### src/verilog/arb_pkg.sv
package arb_pkg;

  // ----------------------------------------------------------------
  // Register offsets, byte addresses within the converter block
  // ----------------------------------------------------------------
  localparam logic [4:0] ARB_OFS_STATUS  = 5'h00;
  localparam logic [4:0] ARB_OFS_CTRL_A  = 5'h02;
  localparam logic [4:0] ARB_OFS_CTRL_B  = 5'h04;
  localparam logic [4:0] ARB_OFS_CTRL_C  = 5'h06;
  localparam logic [4:0] ARB_OFS_SLOT0   = 5'h08;
  localparam logic [4:0] ARB_OFS_SLOT1   = 5'h0a;
  localparam logic [4:0] ARB_OFS_SLOT2   = 5'h0c;
  localparam logic [4:0] ARB_OFS_SLOT3   = 5'h0e;

  // ----------------------------------------------------------------
  // Field positions
  // ----------------------------------------------------------------
  localparam int ARB_ST_EOC_BIT    = 0;
  localparam int ARB_ST_BUSY_BIT   = 1;
  localparam int ARB_ST_OVR_BIT    = 2;
  localparam int ARB_ST_PTR_LSB    = 4;
  localparam int ARB_CA_EN_BIT     = 0;
  localparam int ARB_CA_IRQ_BIT    = 2;
  localparam int ARB_CB_CHAN_LSB   = 0;
  localparam int ARB_CB_REPEAT_BIT = 4;
  localparam int ARB_CB_SCAN_LSB   = 5;
  localparam int ARB_CB_START_BIT  = 7;
  localparam int ARB_CC_CLOCK_DIVIDE_FIELD_LSB   = 0;
  localparam int ARB_CC_DELAY_LSB  = 3;

  // ----------------------------------------------------------------
  // Reset values and timing
  // ----------------------------------------------------------------
  localparam logic [1:0] ARB_PTR_RESET  = 2'h3;
  localparam logic [1:0] ARB_SCAN_FOUR  = 2'h1;
  localparam logic [3:0] ARB_CONV_TICKS = 4'ha;
  localparam logic [1:0] ARB_LAST_SCAN  = 2'h3;

  // ----------------------------------------------------------------
  // Types
  // ----------------------------------------------------------------
  typedef enum logic [1:0] {ARB_IDLE, ARB_SETTLE, ARB_CONVERT} arb_state_type;

  typedef struct packed {
    logic        rd;
    logic        wr;
    logic        byte_size;
    logic [4:0]  addr;
    logic [15:0] wdata;
  } arb_bus_req_type;

  // Reserved codes 110 and 111 fall back to the slowest rate.
  function automatic logic [4:0] arb_div_limit(input logic [2:0] clock_divide_field);
    logic [2:0] c;
    c = (clock_divide_field > 3'h5) ? 3'h5 : clock_divide_field;
    return 5'((6'h01 << c) - 6'h01);
  endfunction

  // Reserved code 111 is treated as 64 ticks.
  function automatic logic [6:0] arb_delay_limit(input logic [2:0] dly);
    logic [2:0] d;
    d = (dly > 3'h6) ? 3'h6 : dly;
    return 7'((8'h01 << d) - 8'h01);
  endfunction

  // Scan visits four channels of the group holding the programmed one.
  function automatic logic [2:0] arb_scan_chan(input logic [3:0] chan,
                                               input logic       scan,
                                               input logic [1:0] idx);
    return scan ? {chan[2], idx} : chan[2:0];
  endfunction

endpackage

### src/verilog/arb_clk_div.sv
`timescale 1ns/10ps
module arb_clk_div (
  // Clock and reset
  input  wire logic       clk_in,
  input  wire logic       rst_in,
  // Control
  input  wire logic       run_in,
  input  wire logic [2:0] clock_divide_field_in,
  // Converter tick
  output logic            tick_out
);
  import arb_pkg::*;

  typedef struct packed {
    logic [4:0] cnt;
    logic       tick;
  } arb_div_type;

  arb_div_type div_reg;
  arb_div_type div_next;

  // The count restarts with every run so the first tick has a fixed phase.
  always_comb begin
    div_next = div_reg;
    if (!run_in) begin
      div_next.cnt  = 5'h00;
      div_next.tick = 1'b0;
    end else if (div_reg.cnt >= arb_div_limit(clock_divide_field_in)) begin
      div_next.cnt  = 5'h00;
      div_next.tick = 1'b1;
    end else begin
      div_next.cnt  = div_reg.cnt + 5'h01;
      div_next.tick = 1'b0;
    end
  end

  always_ff @(posedge clk_in or posedge rst_in) begin
    if (rst_in) begin
      div_reg <= '0;
    end else begin
      div_reg <= div_next;
    end
  end

  assign tick_out = div_reg.tick;

endmodule

### src/verilog/arb_top.sv
`timescale 1ns/10ps
// Summary of operation
// - Four byte result slots are filled in order, slot zero first, slot three last.
// - Result slots need no defined value after reset.
// - Results are unsigned 8-bit codes, 00 is zero volts, ff is reference.
// - Converter rate is system clock divided by 1, 2, 4, 8, 16 or 32.
// - A conversion lasts ten converter clock periods.
// - The interrupt output is raised only while the interrupt enable bit is set.
// - Reading any result slot clears the pending interrupt.
// - One control write sets mode, channel and start, and begins the cycle.
// - Single-channel single conversion writes only slot zero.
// - Continuous operation stops when start or enable is cleared.
// - Byte registers take one address and accept only byte transactions.
// - Word registers take two addresses and accept only word transactions.
// - Registers sit at even addresses, byte data on the low eight bus bits.
// - Reserved bits may read as any value.
// - End-of-conversion sets when results are stored, clears on a slot read.
// - Pointer loads 11 at start, advances per result, marks newest slot.
// - Clearing enable aborts and clears end, busy, overrun and start.
// - Without repeat the start bit clears itself when the cycle ends.
module arb_top (
  // Clock and reset
  input  wire logic                     clk_in,
  input  wire logic                     rst_in,
  // Register bus
  input  wire arb_pkg::arb_bus_req_type bus_req_in,
  output logic [15:0]                   bus_rdata_out,
  // Conversion core
  input  wire logic [7:0]               core_result_in,
  output logic [2:0]                    core_channel_out,
  output logic                          core_sample_out,
  output logic                          core_power_out,
  // Status
  output logic                          busy_out,
  output logic                          irq_out
);
  import arb_pkg::*;

  typedef struct packed {
    arb_state_type   st;
    logic            en;
    logic            irq_enable_bit;
    logic            start;
    logic [1:0]      scan;
    logic            repeat_sel;
    logic [3:0]      chan;
    logic [2:0]      dly;
    logic [2:0]      clock_divide_field;
    logic [1:0]      ptr;
    logic            eoc;
    logic            ovr;
    logic            pend;
    logic [3:0]      full;
    logic [3:0][7:0] slot;
    logic [1:0]      idx;
    logic [6:0]      cnt;
    logic [15:0]     rdata;
    logic [2:0]      chan_out;
    logic            sample;
    logic            busy;
    logic            irq;
  } arb_regs_type;

  arb_regs_type r_reg;
  arb_regs_type r_next;
  logic         tick;

  arb_clk_div u_div (
    .clk_in   (clk_in),
    .rst_in   (rst_in),
    .run_in   (r_reg.busy),
    .clock_divide_field_in  (r_reg.clock_divide_field),
    .tick_out (tick)
  );

  // ----------------------------------------------------------------
  // Next state
  // ----------------------------------------------------------------
  always_comb begin
    logic       acc_ok;
    logic       wr;
    logic       rd;
    logic [7:0] wd;
    logic       abort;
    logic       halt;
    logic       slot_sel;
    logic [1:0] sidx;
    logic [1:0] np;
    logic       last;
    acc_ok   = 1'b0;
    wr       = 1'b0;
    rd       = 1'b0;
    wd       = 8'h00;
    abort    = 1'b0;
    halt     = 1'b0;
    slot_sel = 1'b0;
    sidx     = 2'h0;
    np       = 2'h0;
    last     = 1'b0;
    r_next        = r_reg;
    r_next.sample = 1'b0;

    // no word registers here, so word transactions are refused
    // only byte transactions at even addresses are taken
    acc_ok   = bus_req_in.byte_size & ~bus_req_in.addr[0];
    wr       = bus_req_in.wr & acc_ok;
    rd       = bus_req_in.rd & acc_ok;
    // byte registers use the low eight data bits
    wd       = bus_req_in.wdata[7:0];
    slot_sel = bus_req_in.addr[4:3] == ARB_OFS_SLOT0[4:3];
    sidx     = bus_req_in.addr[2:1];

    // read data comes from the state before this cycle's result write
    if (rd) begin
      r_next.rdata = 16'h0000;
      if (slot_sel) begin
        r_next.rdata[7:0] = r_reg.slot[sidx];
        r_next.eoc        = 1'b0;
        r_next.pend       = 1'b0;
        r_next.full[sidx] = 1'b0;
      end else begin
        unique case (bus_req_in.addr)
          ARB_OFS_STATUS: begin
            r_next.rdata[ARB_ST_EOC_BIT]  = r_reg.eoc;
            r_next.rdata[ARB_ST_BUSY_BIT] = r_reg.busy;
            r_next.rdata[ARB_ST_OVR_BIT]  = r_reg.ovr;
            r_next.rdata[ARB_ST_PTR_LSB +: 2] = r_reg.ptr;
          end
          ARB_OFS_CTRL_A: begin
            r_next.rdata[ARB_CA_EN_BIT]  = r_reg.en;
            r_next.rdata[ARB_CA_IRQ_BIT] = r_reg.irq_enable_bit;
          end
          ARB_OFS_CTRL_B: begin
            r_next.rdata[ARB_CB_START_BIT]     = r_reg.start;
            r_next.rdata[ARB_CB_SCAN_LSB +: 2] = r_reg.scan;
            r_next.rdata[ARB_CB_REPEAT_BIT]    = r_reg.repeat_sel;
            r_next.rdata[ARB_CB_CHAN_LSB +: 4] = r_reg.chan;
          end
          ARB_OFS_CTRL_C: begin
            r_next.rdata[ARB_CC_CLOCK_DIVIDE_FIELD_LSB +: 3]  = r_reg.clock_divide_field;
            r_next.rdata[ARB_CC_DELAY_LSB +: 3] = r_reg.dly;
          end
          default: r_next.rdata = 16'h0000;
        endcase
      end
    end

    if (wr) begin
      if (slot_sel) begin
        r_next.slot[sidx] = wd;
      end else begin
        unique case (bus_req_in.addr)
          ARB_OFS_STATUS: begin
            if (wd[ARB_ST_OVR_BIT]) begin
              r_next.ovr = 1'b0;
            end
          end
          ARB_OFS_CTRL_A: begin
            r_next.irq_enable_bit = wd[ARB_CA_IRQ_BIT];
            r_next.en   = wd[ARB_CA_EN_BIT];
            if (!wd[ARB_CA_EN_BIT]) begin
              abort = 1'b1;
            end
          end
          ARB_OFS_CTRL_B: begin
            r_next.chan = wd[ARB_CB_CHAN_LSB +: 4];
            if (!r_reg.start) begin
              r_next.scan       = wd[ARB_CB_SCAN_LSB +: 2];
              r_next.repeat_sel = wd[ARB_CB_REPEAT_BIT];
            end
            // one write selects mode and channel and starts
            if (!r_reg.start && wd[ARB_CB_START_BIT] && r_reg.en) begin
              r_next.start    = 1'b1;
              r_next.ptr      = ARB_PTR_RESET;
              r_next.idx      = 2'h0;
              r_next.cnt      = 7'h00;
              r_next.st       = ARB_SETTLE;
              r_next.chan_out = arb_scan_chan(wd[ARB_CB_CHAN_LSB +: 4],
                                              wd[ARB_CB_SCAN_LSB +: 2] == ARB_SCAN_FOUR,
                                              2'h0);
            end else if (r_reg.start && !wd[ARB_CB_START_BIT]) begin
              halt         = 1'b1;
              r_next.start = 1'b0;
              r_next.st    = ARB_IDLE;
            end
          end
          ARB_OFS_CTRL_C: begin
            r_next.clock_divide_field = wd[ARB_CC_CLOCK_DIVIDE_FIELD_LSB +: 3];
            r_next.dly  = wd[ARB_CC_DELAY_LSB +: 3];
          end
          default: r_next.cnt = r_next.cnt;
        endcase
      end
    end

    // Sequencer events come after software clears so that a set wins.
    // A stop write in a tick cycle must not be undone by the sequencer, or it would run on.
    if (tick && !abort && !halt) begin
      unique case (r_reg.st)
        ARB_IDLE: r_next.cnt = 7'h00;
        ARB_SETTLE: begin
          if (r_reg.cnt >= arb_delay_limit(r_reg.dly)) begin
            r_next.sample = 1'b1;
            r_next.cnt    = 7'h00;
            r_next.st     = ARB_CONVERT;
          end else begin
            r_next.cnt = r_reg.cnt + 7'h01;
          end
        end
        ARB_CONVERT: begin
          if (r_reg.cnt >= 7'(ARB_CONV_TICKS - 4'h1)) begin
            np = r_reg.ptr + 2'h1;
            r_next.slot[np] = core_result_in;
            if (r_next.full[np]) begin
              r_next.ovr = 1'b1;
            end
            r_next.full[np] = 1'b1;
            r_next.ptr      = np;
            r_next.cnt      = 7'h00;
            last = (r_reg.scan != ARB_SCAN_FOUR) || (r_reg.idx == ARB_LAST_SCAN);
            r_next.idx = (r_reg.scan == ARB_SCAN_FOUR) ? r_reg.idx + 2'h1 : 2'h0;
            if (last) begin
              // end flag sets on stored results
              r_next.eoc  = 1'b1;
              r_next.pend = 1'b1;
            end
            if (r_reg.repeat_sel || !last) begin
              r_next.st       = ARB_SETTLE;
              r_next.chan_out = arb_scan_chan(r_reg.chan, r_reg.scan == ARB_SCAN_FOUR,
                                              r_next.idx);
            end else begin
              // start clears at end of cycle
              // single mode stops after slot zero, or after slot three when scanning
              r_next.start = 1'b0;
              r_next.st    = ARB_IDLE;
            end
          end else begin
            r_next.cnt = r_reg.cnt + 7'h01;
          end
        end
        default: r_next.st = ARB_IDLE;
      endcase
    end

    if (abort) begin
      r_next.st     = ARB_IDLE;
      r_next.start  = 1'b0;
      r_next.eoc    = 1'b0;
      r_next.ovr    = 1'b0;
      r_next.pend   = 1'b0;
      r_next.sample = 1'b0;
    end

    r_next.busy = r_next.st != ARB_IDLE;
    r_next.irq  = r_next.pend & r_next.irq_enable_bit;
  end

  // ----------------------------------------------------------------
  // State register
  // ----------------------------------------------------------------
  always_ff @(posedge clk_in or posedge rst_in) begin
    if (rst_in) begin
      // slots cleared anyway, software must not rely on it
      r_reg     <= '0;
      r_reg.st  <= ARB_IDLE;
      r_reg.ptr <= ARB_PTR_RESET;
    end else begin
      r_reg <= r_next;
    end
  end

  // ----------------------------------------------------------------
  // Outputs
  // ----------------------------------------------------------------
  assign bus_rdata_out    = r_reg.rdata;
  assign core_channel_out = r_reg.chan_out;
  assign core_sample_out  = r_reg.sample;
  assign core_power_out   = r_reg.en;
  assign busy_out         = r_reg.busy;
  assign irq_out          = r_reg.irq;

endmodule

### config.mk
export PLATFORM = sky130hd
export DESIGN_NAME = arb_top
export DESIGN_NICKNAME = d
export VERILOG_FILES = /design/src/verilog/arb_pkg.sv /design/src/verilog/arb_clk_div.sv /design/src/verilog/arb_top.sv
export SDC_FILE = /design/constraint.sdc
export NUM_CORES = 1
export LEC_CHECK = 0
export BUFFER_PORTS_ARGS = -buffer_cell sky130_fd_sc_hd__clkbuf_2
export CAP_MARGIN = 25
export CELL_PAD_IN_SITES_DETAIL_PLACEMENT = 0
export CELL_PAD_IN_SITES_GLOBAL_PLACEMENT = 2
export CORE_MARGIN = 2
export CORE_UTILIZATION = 37
export DETAILED_ROUTE_END_ITERATION = 10
export HOLD_SLACK_MARGIN = 0.02
export PLACE_DENSITY = 0.76
export REMOVE_ABC_BUFFERS = 1
export SYNTH_ARGS = -nofsm -noshare
export SYNTH_HDL_FRONTEND = slang
export SYNTH_SLANG_ARGS = --single-unit
### constraint.sdc
create_clock -name clk_in -period 3.1 [get_ports clk_in]
set_input_delay 0.155 -clock clk_in [delete_from_list [all_inputs] [get_ports clk_in]]
set_output_delay 0.155 -clock clk_in [all_outputs]
set_load 0.05 [all_outputs]
==> flow_summary.toml <==
[outcome]
outcome = "finished, final reports clean"

[placement]
placed_cell_area_um2 = 5370
io_buffers = 40
gp_congestion = 0.767
dpl.hpwl_mm = 9.02

[power]
power.share.combinational_pct = 14.1
seqPwrFrac_pct = 48.0
p_clk_share_pct = 37.9
p_leak_nw = 2.68
switching_share_pct = 26.7
p_sw_mw = 0.727
power_density_nw_per_um2 = 481
vdd_ir_drop_max_mv = 0.367
intPower_mw = 1.99

[drt]
wl_mm = 12.6
dr.first_iter.drc_count = 279
vias = 3810
routedWlPerCell_um = 17.1
routed_via_density = 5.20
route.detailed.drc = 0
drtAntennaViolNets = 0
drtPass1Iterations = 4

[layout]
final_common_cell = "dfrtp_1"
final_cell_mix = "dfrtp_1, nor2_1, nand2_1, a21oi_1, clkbuf_2"
seq_area_um2 = 2200
area_delta_synth_final_pct = 11.8
fin_nets = 609
multi_input_area_um2 = 2590
largest_reg_flops = 67
drive_above_1_share_pct = 18.1
num-fill-cells = 1335
finish.instance_area_um2 = 5650
antennaDiodeCount = 0

[job]
maxCapViolCount = 0

[sta]
rsz0062_at_grt = "false"
fin_skew_ns = 0.00523
drv_slew = 0
final_hold_viol_count = 0
tightestPinTransition_ns = 0.806
post-route-period-util_pct = 78.8
fmaxAchievable_mhz = 409
finalCriticalPeriod_ns = 2.44
setup_viol = 0
fin_setup_tns_ns = 0
slew_headroom_pct = 46.2

[grt]
grt_pass1_wl_mm = 20.9
grt_max_degree = 45
grt_pass1_vias = 3849
antenna_found_initial = 0
grt_remaining_overflow = 0
track_usage_pct = 18.8

[clock_network]
cts.sinks = 88
cts_setup_buffers = 0
root_buffer = "clkbuf_16"
cts_max_level = 3
clkTransAtPathRegs_ns = 0.06
clk_latency_ns = 0.34
cts_tree = "built"
cts.path.max_buffers = 2
cts_buffers = 9

[setup_path]
critPathCaptureType = "flop"
max_stage_delay_ns = 0.69
critPathRequiredTime_ns = 3.31
cp_data_arrival_time_ns = 2.66
crit_fanout = 17
start_kind = "flop"
criticalPathCategory = "flop to flop"
path_buf_inv = 0
cp_cell_sequence = "nor4bb_1 -> o211a_1 -> nor4b_4 -> nand2_2 -> nor2_1 -> a21oi_1"
slowest_stage = "nor4b_4"
cp_top_family = "simple AND/OR/NAND/NOR gates"

[synth]
netlist_area_um2 = 5050
ys_types = 60
synth-async-reset-ratio_pct = 100
avgSynthCellArea_um2 = 9.72
synth_edf_count = 0
yosys_warnings = 0
synth_ff_type = "dfrtp_1"
ys_ff_latch = 88
yosysSeqAreaShare_pct = 43.6
syn-instance-count = 520

[floorplanning]
io_pins = 57
dieArea_um2 = 14600
std_cell_rows = 42
fp.dieW_um = 121
start_util_pct = 38.0
die_y_um = 121
core_um2 = 13300

[min_path]
hp-class = "primary input to flop"
==> routing by layer <==
| metal | vias up | track usage, % | part of all wire, % |
|---|---|---|---|
| li1 | 1878 | - | - |
| met1 | 1857 | 25.7 | 48 |
| met2 | 69 | 29.7 | 48 |
| met3 | 6 | 4.98 | 3.4 |
| met4 | 0 | 4.43 | 0.49 |
| met5 | - | 0 | 0 |
==> worst reg2reg max path, delay by kind of cell (launching register included) <==
kind	cells	cell delay, ns
and+or+nand+nor	4	1.51
AOI/OAI and AO/OA	2	0.34
DFF	1	0.47
==> cells in the mapped netlist (4+ instances only) <==
| cell | count | area [um2] |
|---|---|---|
| buf_4 | 21 | 158 |
| buf_2 | 9 | 45.0 |
| mux2i_1 | 38 | 380 |
| nand2_1 | 53 | 199 |
| dfrtp_1 | 86 | 2150 |
| o21ai_0 | 29 | 145 |
| inv_1 | 12 | 45.0 |
| ha_1 | 21 | 263 |
| a31oi_1 | 5 | 31.3 |
| nor2_1 | 62 | 233 |
| nand2b_1 | 13 | 81.3 |
| xor2_1 | 4 | 35.0 |
| mux4_2 | 8 | 180 |
| a22oi_1 | 5 | 37.5 |
| nor3_1 | 4 | 20.0 |
| nand2_2 | 4 | 25.0 |
| a21oi_1 | 46 | 230 |
| clkbuf_1 | 5 | 18.8 |
| mux2_2 | 12 | 135 |
| nor2b_1 | 4 | 25.0 |
| nand3_1 | 14 | 70.1 |
| a21o_1 | 6 | 45.0 |
==> power by group through the flow <==
stage                     Clock [mW]  Combinational, mW  Sequential (mW)
after floorplan                    0              0.231             1.34
after global placement             0              0.378             1.32
after detailed placement           0              0.386             1.33
after CTS                       1.07              0.387             1.30
after global routing            1.12              0.428             1.32
final                           1.03              0.382             1.31
==> cells by family after synthesis <==
logic type / count (synthesis) / share of synthesized area, %
adders and majority gates: 21 / 5.20
AOI/OAI and AO/OA: 114 / 13.3
DFF: 88 / 43.6
buffers and inverters: 51 / 5.62
muxes: 58 / 13.8
xor gates and xnor gates: 7 / 1.21
other: 2 / 0.149
and+or+nand+nor: 179 / 17.1
==> per-stage QoR <==
step	cells	hold slack, ns	utilization (%)	total power [mW]	setup WS [ns]
2_1_floorplan	488	0.252	-	1.57	0.670
3_3_place_gp	718	0.307	40.4	1.70	0.645
3_5_place_dp	718	0.318	40.4	1.71	0.632
4_1_cts	733	0.0761	42.5	2.76	0.622
5_1_grt	733	0.0875	42.5	2.87	0.445
6_report	733	0.0906	42.5	2.72	0.656
==> worst paths after layout <==
kind                                   from          endpoint  slack, ns  cells past startpoint
max                               r_reg[85]         r_reg[49]       0.66                      6
min                          bus_req_in[20]  bus_rdata_out[2]       0.09                      2
max reg2reg                       r_reg[85]         r_reg[49]       0.66                      6
min reg2reg                bus_rdata_out[1]  bus_rdata_out[1]       0.48                      2
max in group asynchronous            rst_in         r_reg[30]       1.81                      4
min in group asynchronous            rst_in         r_reg[52]       0.47                      3
==> area by class of cell <==
type / count / area share (%)
clock buffers: 14 / 4.85
inverters: 12 / 0.819
repair buffers: 55 / 5.58
well taps: 176 / 3.90
flip-flops and latches: 88 / 39.0
multi-input cells: 388 / 45.8
==> timing repair <==
| item | CTS | global route |
|---|---|---|
| hold buffers | 1 | 0 |
| hold endpoints to repair | 39 | 0 |
| resized for setup | 0 | 0 |
| setup endpoints to repair | 0 | 0 |
Power figures use the tool's default switching activity.
